File: config.mk
export PLATFORM = sky130hd
export DESIGN_NAME = uepc_controller
export DESIGN_NICKNAME = d
export VERILOG_FILES = /design/src/uepc_pkg.sv /design/src/uepc_us_tick.sv /design/src/uepc_controller.sv
export VERILOG_INCLUDE_DIRS = /design/src
export SDC_FILE = /design/constraint.sdc
export NUM_CORES = 1
export LEC_CHECK = 0
export BUFFER_PORTS_ARGS = -buffer_cell sky130_fd_sc_hd__buf_2
export CAP_MARGIN = 20
export CELL_PAD_IN_SITES_DETAIL_PLACEMENT = 0
export CELL_PAD_IN_SITES_GLOBAL_PLACEMENT = 1
export CORE_MARGIN = 5
export CORE_UTILIZATION = 44
export DETAILED_ROUTE_END_ITERATION = 8
export GPL_ROUTABILITY_DRIVEN = 1
export PLACE_DENSITY_LB_ADDON = 0.2
export SYNTH_ARGS = -nofsm -noshare
export SYNTH_HDL_FRONTEND = slang
export SYNTH_SLANG_ARGS = --single-unit
File: constraint.sdc
create_clock -name sys_clk -period 4.5 [get_ports sys_clk]
set_input_delay 1.125 -clock sys_clk [delete_from_list [all_inputs] [get_ports sys_clk]]
set_output_delay 1.125 -clock sys_clk [all_outputs]
set_load 0.02 [all_outputs]
File: src/uepc_defs.svh
// Timing constants and field widths for the EPROM programming controller
`ifndef UEPC_DEFS_SVH
`define UEPC_DEFS_SVH

`define UEPC_CLK_PERIOD_PS     5000
`define UEPC_ADDR_W            11
`define UEPC_DATA_W            8
`define UEPC_ERASED_BYTE       8'hff
// Program pulse width, least and longest, in microseconds
`define UEPC_PULSE_MIN_US      45000
`define UEPC_PULSE_MAX_US      55000
// Nominal pulse sits between the two limits
`define UEPC_PULSE_NOM_US      50000
// Setup and hold around the pulse, in microseconds
`define UEPC_SETUP_US          2
`define UEPC_HOLD_US           2
// Read access wait, in nanoseconds
`define UEPC_ACCESS_NS         450
// Microsecond tick: 1000000 ps / period
`define UEPC_US_CYCLES         (1000000 / `UEPC_CLK_PERIOD_PS)
`define UEPC_ACCESS_CYCLES     ((`UEPC_ACCESS_NS * 1000 + `UEPC_CLK_PERIOD_PS - 1) / `UEPC_CLK_PERIOD_PS)

`endif

File: src/uepc_pkg.sv
// Types shared by the EPROM programming controller
package uepc_pkg;
    typedef enum logic [1:0]
    {
        UEPC_OP_READ,
        UEPC_OP_PROGRAM,
        UEPC_OP_PROGRAM_VERIFY,
        UEPC_OP_STANDBY
    } uepc_op_t;
endpackage

File: src/uepc_us_tick.sv
// Divider that produces a one-cycle enable once per microsecond
`timescale 1ns/100ps
`default_nettype none
`include "uepc_defs.svh"

module uepc_us_tick
#(
    parameter int DIVIDE = `UEPC_US_CYCLES
)
(
    // Clock and reset
    input  wire logic sys_clk,
    input  wire logic resetn,
    // Tick out
    output var  logic tick
);
    localparam int CW = $clog2(DIVIDE + 1);

    logic [CW-1:0] countReg;

    if (DIVIDE < 2)
    begin : g_bad_divide
        $error("uepc_us_tick: DIVIDE must be at least 2");
    end

    always_ff @(posedge sys_clk)
    begin
        if (!resetn)
        begin
            countReg <= '0;
            tick     <= 1'b0;
        end
        else if (countReg == CW'(DIVIDE - 1))
        begin
            countReg <= '0;
            tick     <= 1'b1;
        end
        else
        begin
            countReg <= countReg + 1'b1;
            tick     <= 1'b0;
        end
    end
endmodule
`default_nettype wire

File: src/uepc_controller.sv
// Host-side controller that reads, programs and verifies a UV EPROM over its pins
`timescale 1ns/100ps
`default_nettype none
`include "uepc_defs.svh"

module uepc_controller
    import uepc_pkg::*;
#(
    parameter int ADDR_W       = `UEPC_ADDR_W,
    parameter int DATA_W       = `UEPC_DATA_W,
    parameter int DEVICES      = 1,
    parameter int PULSE_US     = `UEPC_PULSE_NOM_US,
    parameter int PULSE_MAX_US = `UEPC_PULSE_MAX_US,
    parameter int PULSE_MIN_US = `UEPC_PULSE_MIN_US,
    parameter int US_CYCLES    = `UEPC_US_CYCLES
)
(
    // Clock and reset
    input  wire logic              sys_clk,
    input  wire logic              resetn,
    // Command port
    input  wire logic              cmdValid,
    input  wire uepc_op_t          cmdOp,
    input  wire logic [ADDR_W-1:0] cmdAddr,
    input  wire logic [DATA_W-1:0] cmdData,
    input  wire logic [DEVICES-1:0] cmdSelect,
    output var  logic              cmdReady,
    // Answer port
    output var  logic              rspValid,
    output var  logic [DATA_W-1:0] rspData,
    output var  logic              rspMismatch,
    // Memory pins
    output var  logic [ADDR_W-1:0] memAddr,
    input  wire logic [DATA_W-1:0] memDataIn,
    output var  logic [DATA_W-1:0] memDataOut,
    output var  logic              memDataOen,
    output var  logic [DEVICES-1:0] enable_program_n,
    output var  logic              outputEnable_n,
    output var  logic              progSupplyHigh
);
    localparam int SETUP_TICKS  = `UEPC_SETUP_US;
    localparam int HOLD_TICKS   = `UEPC_HOLD_US;
    localparam int ACCESS_CYC   = `UEPC_ACCESS_CYCLES;
    // One timer serves both the pulse and the access wait, so it must hold the longer
    localparam int TMAX         = (PULSE_MAX_US > ACCESS_CYC) ? PULSE_MAX_US : ACCESS_CYC;
    localparam int TW           = $clog2(TMAX + 1);

    // ------------------------------------------------------------
    // Elaboration checks
    // ------------------------------------------------------------
    if (PULSE_US < PULSE_MIN_US || PULSE_US > PULSE_MAX_US)
    begin : g_bad_pulse
        $error("uepc_controller: PULSE_US outside pulse limits");
    end
    if (DEVICES < 1 || ACCESS_CYC > US_CYCLES)
    begin : g_bad_rate
        $error("uepc_controller: bad DEVICES or clock rate");
    end

    typedef enum logic [2:0]
    {
        UEPC_IDLE,
        UEPC_READ_WAIT,
        UEPC_PROG_SETUP,
        UEPC_PROG_PULSE,
        UEPC_PROG_HOLD,
        UEPC_VERIFY_WAIT
    } uepc_state_t;

    uepc_state_t   stateReg;
    logic [TW-1:0] timerReg;
    logic          tick;
    logic [DEVICES-1:0] selReg;
    uepc_op_t           opReg;
    logic [DATA_W-1:0]  wrDataReg;

    // ------------------------------------------------------------
    // Microsecond enable
    // ------------------------------------------------------------
    uepc_us_tick
    #(
        .DIVIDE (US_CYCLES)
    )
    uTick
    (
        .sys_clk (sys_clk),
        .resetn  (resetn),
        .tick    (tick)
    );

    // ------------------------------------------------------------
    // Sequencer
    // ------------------------------------------------------------
    always_ff @(posedge sys_clk)
    begin
        if (!resetn)
        begin
            stateReg <= UEPC_IDLE;
            timerReg <= '0;
            selReg   <= '0;
        end
        else
        begin
            unique case (stateReg)
                UEPC_IDLE:
                begin
                    timerReg <= '0;
                    if (cmdValid)
                    begin
                        selReg <= cmdSelect;
                        unique case (cmdOp)
                            UEPC_OP_PROGRAM:        stateReg <= UEPC_PROG_SETUP;
                            UEPC_OP_PROGRAM_VERIFY: stateReg <= UEPC_PROG_SETUP;
                            UEPC_OP_READ:           stateReg <= UEPC_READ_WAIT;
                            UEPC_OP_STANDBY:        stateReg <= UEPC_IDLE;
                        endcase
                    end
                end
                UEPC_READ_WAIT, UEPC_VERIFY_WAIT:
                begin
                    // Counted in system cycles; access is well under one microsecond
                    if (timerReg == TW'(ACCESS_CYC))
                        stateReg <= UEPC_IDLE;
                    else
                        timerReg <= timerReg + 1'b1;
                end
                UEPC_PROG_SETUP:
                begin
                    // address and data stable before pulse
                    // First tick may come at once, so one extra tick keeps the full setup
                    if (tick)
                    begin
                        if (timerReg == TW'(SETUP_TICKS))
                        begin
                            stateReg <= UEPC_PROG_PULSE;
                            timerReg <= '0;
                        end
                        else
                            timerReg <= timerReg + 1'b1;
                    end
                end
                UEPC_PROG_PULSE:
                begin
                    // hard stop at the configured width, never past maximum
                    if (tick)
                    begin
                        if (timerReg == TW'(PULSE_US - 1))
                        begin
                            stateReg <= UEPC_PROG_HOLD;
                            timerReg <= '0;
                        end
                        else
                            timerReg <= timerReg + 1'b1;
                    end
                end
                UEPC_PROG_HOLD:
                begin
                    if (tick)
                    begin
                        if (timerReg == TW'(HOLD_TICKS - 1))
                        begin
                            timerReg <= '0;
                            stateReg <= (opReg == UEPC_OP_PROGRAM_VERIFY) ?
                                        UEPC_VERIFY_WAIT : UEPC_IDLE;
                        end
                        else
                            timerReg <= timerReg + 1'b1;
                    end
                end
                default: stateReg <= UEPC_IDLE;
            endcase
        end
    end

    // ------------------------------------------------------------
    // Command capture
    // ------------------------------------------------------------
    always_ff @(posedge sys_clk)
    begin
        if (!resetn)
        begin
            opReg      <= UEPC_OP_STANDBY;
            wrDataReg  <= `UEPC_ERASED_BYTE;
            memAddr    <= '0;
            cmdReady   <= 1'b0;
        end
        else
        begin
            cmdReady <= (stateReg == UEPC_IDLE) && !cmdValid;
            if (stateReg == UEPC_IDLE && cmdValid)
            begin
                opReg     <= cmdOp;
                wrDataReg <= cmdData;
                memAddr   <= cmdAddr;
            end
        end
    end

    // ------------------------------------------------------------
    // Pin drive
    // ------------------------------------------------------------
    // Outputs float (oen high) except while a byte is presented for programming.
    always_ff @(posedge sys_clk)
    begin
        if (!resetn)
        begin
            enable_program_n <= '1;
            outputEnable_n   <= 1'b1;
            progSupplyHigh   <= 1'b0;
            memDataOut       <= '0;
            memDataOen       <= 1'b1;
        end
        else
        begin
            unique case (stateReg)
                UEPC_PROG_SETUP, UEPC_PROG_HOLD:
                begin
                    // oe high, pin low, supply raised, data driven
                    // deselected memories float while oe is high
                    outputEnable_n   <= 1'b1;
                    enable_program_n <= '0;
                    progSupplyHigh   <= 1'b1;
                    memDataOut       <= wrDataReg;
                    memDataOen       <= 1'b0;
                end
                UEPC_PROG_PULSE:
                begin
                    // unselected memories see no pulse
                    // Selected pins rise; the rest stay low, inhibited
                    outputEnable_n   <= 1'b1;
                    enable_program_n <= selReg;
                    progSupplyHigh   <= 1'b1;
                    memDataOut       <= wrDataReg;
                    memDataOen       <= 1'b0;
                end
                UEPC_VERIFY_WAIT:
                begin
                    // both enables low, supply kept raised
                    outputEnable_n   <= 1'b0;
                    enable_program_n <= ~selReg;
                    progSupplyHigh   <= 1'b1;
                    memDataOen       <= 1'b1;
                end
                UEPC_READ_WAIT:
                begin
                    // both enables low for a read
                    outputEnable_n   <= 1'b0;
                    enable_program_n <= ~selReg;
                    progSupplyHigh   <= 1'b0;
                    memDataOen       <= 1'b1;
                end
                default:
                begin
                    outputEnable_n   <= 1'b1;
                    enable_program_n <= '1;
                    progSupplyHigh   <= 1'b0;
                    memDataOen       <= 1'b1;
                end
            endcase
        end
    end

    // ------------------------------------------------------------
    // Answer
    // ------------------------------------------------------------
    logic accessDone;
    assign accessDone = (stateReg == UEPC_READ_WAIT || stateReg == UEPC_VERIFY_WAIT)
                        && timerReg == TW'(ACCESS_CYC);

    always_ff @(posedge sys_clk)
    begin
        if (!resetn)
        begin
            rspValid    <= 1'b0;
            rspData     <= `UEPC_ERASED_BYTE;
            rspMismatch <= 1'b0;
        end
        else
        begin
            rspValid <= accessDone ||
                        (stateReg == UEPC_PROG_HOLD && tick &&
                         timerReg == TW'(HOLD_TICKS - 1) && opReg == UEPC_OP_PROGRAM);
            if (accessDone)
            begin
                rspData     <= memDataIn;
                rspMismatch <= (stateReg == UEPC_VERIFY_WAIT) && (memDataIn != wrDataReg);
            end
            else if (stateReg == UEPC_PROG_HOLD)
                rspMismatch <= 1'b0;
        end
    end
endmodule
`default_nettype wire

==> results.yml, run 1 <==
timing:
  rsz0062_at_grt: "no"
  worst_pin_slew_ns: 1.02
  drv_slew: 0
  finalSetupViolCount: 0
  setup_tns_ns: 0
  min_period_ns: 2.92
  finalClockSkew_ns: 0.00743
  fmax_mhz: 342
  maxSlewHeadroom: 0.321
  layout_setup_ws_ns: 1.58
  holdWs_ns: 0.454
  hold_violations: 0
  post-route-period-util: 0.649
cts:
  htreeDepth: 3
  postCtsHoldBufs: 0
  post-cts-setup-buffer-count: 0
  clock-sinks: 73
  cts_tree: "built"
  clock_path_buffers: 2
  cts_resized: 0
  clockRootBuffer: "clkbuf_8"
  cts_buffers: 9
  path_clk_slew_ns: 0.08
  clkLatencyLatePin_ns: 0.35
yosys:
  synth_flop_cell: "dfxtp_1"
  syn-num-nets: 446
  synth_edf_count: 0
  synthArstFlopShare: 0
  synth.area.top_cells: "dfxtp_1 (42%), nand2_1 (9.3%), nand3_1 (4.2%)"
  synth.avg_cell_area_um2: 8.45
  synth_top_area_frac: 0.424
  yosys.cell_types.count: 58
  yosysSeqAreaShare: 0.424
  postSynthCellCount: 408
  yosys.area.top_type: "dfxtp_1"
  synth_warnings: 0
  syn-cell-area_um2: 3450
  yosysMostFrequentCell: "nand2_1"
  ys_top_cells_by_count: "nand2_1 (85), dfxtp_1 (73), nand3_1 (29)"
  synth_seq_cells: 73
placement:
  portBuffers: 66
  place.gp.congestion: 0.844
  placed_cell_area_um2: 3810
  dp_cells: 554
  place_ws_ns: 1.58
  dp_hpwl_um: 5620
setup_path:
  cp.required_ns: 4.74
  worstRegToRegCells: 6
  arrival_ns: 3.16
  timing.rr.end: "timerReg[15]"
  startpoint: "timerReg[10]"
  worstReg2RegStart: "timerReg[10]"
  r2r_slack_ns: 1.58
  end_kind: "flop"
  startpoint_type: "flop"
  worstPathMaxFanout: 14
  path_class: "flop to flop"
power:
  irDropWorstVdd_mv: 0.317
  power_density_nw_per_um2: 502
  leakagePower_nw: 1.79
global_routing:
  grt_overflow_total: 0
  grt_usage: 0.168
  grt_antenna_before_repair: 0
  grt_pass1_wl_um: 13400
  grt_pass1_vias: 2784
  grt_start_max_net_pins: 65
die:
  io_pins: 67
  die-area_um2: 9700
  fp.dieW_um: 98.5
  die_h_um: 98.5
  coreArea_um2: 7690
  start_util: 0.448
  rows: 32
cells_and_area:
  num_antenna_cells: 0
  syn_to_final_growth_pct: 16.8
  nFillCells: 777
  fin_area_um2: 4030
  seq_area_um2: 1460
  drive_gt1_frac: 0.194
  multiInputGateArea_um2: 1850
  instances_no_fill: 570
  nets: 501
outcome:
  outcome: "finished clean"
routing:
  routed_via_density: 5.17
  wl_per_cell_um: 13.9
  wirelength_um: 7910
  ant_nets: 0
  drt-pass1-iter-count: 4
  vias: 2948
  drc: 0
  drt-initial-drc-count: 175
worst_hold_path:
  holdPathStages: 1
  hold_path_startpoint: "uTick.countReg[0]"
  worst_hold_path_type: "flop to flop"
  min_to: "uTick.countReg[0]"
flow_run:
  cap_viol_max_count: 0
==> kinds of logic after synthesis <==
group | share of synthesized area
compound gates | 0.158
buf+inv | 0.0385
fa+ha+maj | 0.0181
simple gates | 0.287
xor+xnor | 0.0483
flops | 0.424
mux | 0.0261
==> critical path, cell delays in order (launching register included) <==
cell and delay (ns):
dfxtp_1 0.35, or4_4 0.56, nor4_2 0.38, a31oi_1 0.19
nor2_1 0.72, nand2_1 0.32, o211a_1 0.30
==> worst max-delay path by stage <==
stage | endpoint | slack [ns] | cells past startpoint
2_1_floorplan | stateReg[2] | 2.16 | 7
3_3_place_gp | timerReg[12] | 1.65 | 6
3_5_place_dp | timerReg[12] | 1.58 | 6
4_1_cts | timerReg[12] | 1.59 | 6
5_1_grt | timerReg[15] | 1.27 | 6
6_report | timerReg[15] | 1.58 | 6
==> cell type report <==
cell class	count	area share
clock inverters	6	0.0227
clock buffers	10	0.0317
flip-flops and latches	73	0.363
repair buffers	67	0.0839
multi-input cells	305	0.460
well taps	102	0.0317
inverters	7	0.00653
==> flip-flops by register name, indices dropped and copies added, names as in the netlist, 2 cells and up <==
register / flops
timerReg: 16
opReg: 2
memDataOut: 8
uTick.countReg: 8
rspData: 8
wrDataReg: 8
stateReg: 3
memAddr: 11
==> layout by cell type, fill, tap and decap left out, types with 8 or more instances in the layout <==
cell and instances:
clkbuf_8 9, nor2b_1 11, nand3_1 29, nand2_1 85
buf_2 66, a21oi_1 10, nor2_1 19, dfxtp_1 73
mux2i_1 9, xnor2_1 12, a21boi_0 15, nand4_1 8
==> metrics by stage <==
stage	util	power, mW
2_1_floorplan	-	1.31
3_5_place_dp	0.495	1.48
3_3_place_gp	0.495	1.47
6_report	0.524	2.02
4_1_cts	0.524	2.05
5_1_grt	0.524	2.15
==> layer usage <==
layer	vias to the layer above	part of all wire	global-route usage
met5	-	0	0
met4	0	0.013	0.0504
met3	10	0.061	0.0552
met2	66	0.42	0.240
met1	1345	0.51	0.240
li1	1527	-	-
==> where the power goes <==
group	internal (mW)	switching (mW)	total, mW
Sequential	0.745	0.0965	0.842
Clock	0.314	0.250	0.564
Combinational	0.218	0.397	0.614
Note: power is estimated with default switching activity, not from simulation.
==> run 2: changes to the inputs <==
Settings changed: ABC_AREA from default to 1, CORE_UTILIZATION 44 to 35.
Clock period 4.5 ns to 2.6 ns, I/O delays scaled along.
==> run 2 against run 1 <==
Effect of this change:
- hold slack worse by 0.0058 ns
- via count up 5.4%
- utilization down 10 points
==> results.yml, run 2 <==
outcome:
  outcome: "finished clean"
cts:
  postCtsHoldBufs: 0
  clock_path_buffers: 2
  clockRootBuffer: "clkbuf_8"
  clock-sinks: 73
  path_clk_slew_ns: 0.08
  clkLatencyLatePin_ns: 0.36
  cts_resized: 0
  post-cts-setup-buffer-count: 0
  cts_tree: "built"
  htreeDepth: 3
  cts_buffers: 9
timing:
  holdWs_ns: 0.448
  hold_violations: 0
  rsz0062_at_grt: "no"
  maxSlewHeadroom: 0.582
  drv_slew: 0
  worst_pin_slew_ns: 0.626
  fmax_mhz: 501
  finalSetupViolCount: 0
  setup_tns_ns: 0
  finalClockSkew_ns: 0.0148
  post-route-period-util: 0.768
  min_period_ns: 2.00
routing:
  drt-pass1-iter-count: 4
  wl_per_cell_um: 12.6
  vias: 3106
  routed_via_density: 4.59
  wirelength_um: 8510
  ant_nets: 0
  drc: 0
  drt-initial-drc-count: 192
global_routing:
  grt_pass1_vias: 3051
  top_usage_layer: "met2"
  use_met2: 0.243
  grt_overflow_total: 0
  grt_usage: 0.154
  grt_start_max_net_pins: 27
  grt_antenna_before_repair: 0
  grt_use_met1: 0.186
  use_met3: 0.0699
  grt_pass1_wl_um: 14200
yosys:
  yosys.cell_types.count: 34
  synthArstFlopShare: 0
  synth_seq_cells: 73
  synth_warnings: 0
  syn-cell-area_um2: 3440
  yosysMostFrequentCell: "nand2_1"
  synth.avg_cell_area_um2: 7.28
  yosysSeqAreaShare: 0.424
  synth_edf_count: 0
  synth_flop_cell: "dfxtp_1"
  ys_top_cells_by_count: "nand2_1 (101), nor2_1 (94), dfxtp_1 (73)"
  synth_top_area_frac: 0.424
  postSynthCellCount: 473
  syn-num-nets: 511
  synth.area.top_cells: "dfxtp_1 (42%), nand2_1 (11%), nor2_1 (10%)"
  yosys.area.top_type: "dfxtp_1"
setup_path:
  startpoint_type: "flop"
  worstPathMaxFanout: 17
  r2r_slack_ns: 0.60
  timing.rr.end: "timerReg[13]"
  cp.required_ns: 2.89
  arrival_ns: 2.28
  worstReg2RegStart: "timerReg[1]"
  end_kind: "flop"
  path_class: "flop to flop"
  worstRegToRegCells: 9
power:
  leakagePower_nw: 1.79
  finalPower_mw: 3.72
  power_density_nw_per_um2: 911
  irDropWorstVdd_mv: 0.580
worst_hold_path:
  holdPathStages: 1
  worst_hold_path_type: "flop to flop"
  hold_path_startpoint: "uTick.countReg[0]"
  min_to: "uTick.countReg[0]"
cells_and_area:
  nets: 577
  drive_gt1_frac: 0.208
  layout_common_cells: "nand2_1 (101), nor2_1 (94), dfxtp_1 (73)"
  top_register: "timerReg"
  top_regs: "timerReg: 16 flops, memAddr: 11 flops"
  post-route-util: 0.422
  fin_area_um2: 4080
  nFillCells: 1066
  largest_reg_flops: 16
  num_antenna_cells: 0
  layout_commonest_cell: "nand2_1"
  syn_to_final_growth_pct: 18.6
die:
  die_h_um: 109
  rows: 36
  start_util: 0.356
  io_pins: 67
  fp.dieW_um: 109
  coreArea_um2: 9680
  die-area_um2: 11900
placement:
  dp_hpwl_um: 6330
  placed_cell_area_um2: 3880
  place.gp.congestion: 0.824
  portBuffers: 66
flow_run:
  cap_viol_max_count: 0
[run 2: cell types whose count changed after synthesis, sizes merged, moves of 7 or more]
cell | previous run | this run
nor2 | 20 | 110
inv | 7 | 46
o21ai | 5 | 33
a21boi | 22 | 0
nand2 | 85 | 103
clkbuf | 17 | 6
nor2b | 11 | 0
nand3 | 29 | 39
mux2i | 9 | 0
nor3 | 6 | 14
and2 | 7 | 0
[run 2: critical path, stage by stage (launching register included)]
cell and delay, ns:
dfxtp_1 0.40, ha_1 0.20, nand4_1 0.12, nor2_2 0.20
nand3_4 0.25, nand2_8 0.21, inv_6 0.07, nand3_4 0.08
nand2_4 0.20, nor2_1 0.18
[run 2: final cells by class]
cell class / instances / area (um^2) / area share
multi-input combinational: 339 / 1710 / 0.419
sequential: 73 / 1460 / 0.358
timing repair buffer: 69 / 353 / 0.0864
inverter: 47 / 186 / 0.0457
tap: 133 / 166 / 0.0408
clock buffer: 13 / 159 / 0.0389
clock inverter: 3 / 47.5 / 0.0116
[run 2: logic make-up (layout without fill, tap and decap cells)]
group           after synthesis  after routing  synth area share
simple gates                278            278             0.379
flops                        73             73             0.424
buf+inv                      61            132            0.0792
compound gates               44             44            0.0683
xor+xnor                     12             12            0.0305
fa+ha+maj                     5              5            0.0182
[run 2: metal layers]
metal | up-vias | wire, um
met1 | 1384 | 3980
met4 | 0 | 122
met5 | - | 0
met3 | 8 | 643
li1 | 1635 | -
met2 | 79 | 3770
[run 2: per-stage QoR]
| stage | std cells | setup WS [ns] |
|---|---|---|
| floorplan | 473 | 1.01 |
| global placement | 661 | 0.671 |
| detailed placement | 661 | 0.605 |
| CTS | 677 | 0.562 |
| global route | 677 | 0.363 |
| finish | 677 | 0.603 |
[run 2: how the worst max path moves through the flow]
stage,from,endpoint,slack [ns]
final,timerReg[1],timerReg[13],0.60
after global routing,timerReg[0],timerReg[13],0.36
after detailed placement,timerReg[0],timerReg[8],0.61
after floorplan,timerReg[0],timerReg[0],1.01
after global placement,timerReg[0],timerReg[12],0.67
after CTS,timerReg[0],timerReg[13],0.56
[run 2: report_power, final]
group | internal, mW | switching, mW
clock | 0.502 | 0.438
combinational | 0.413 | 0.876
sequential | 1.34 | 0.151
total | 2.26 | 1.46
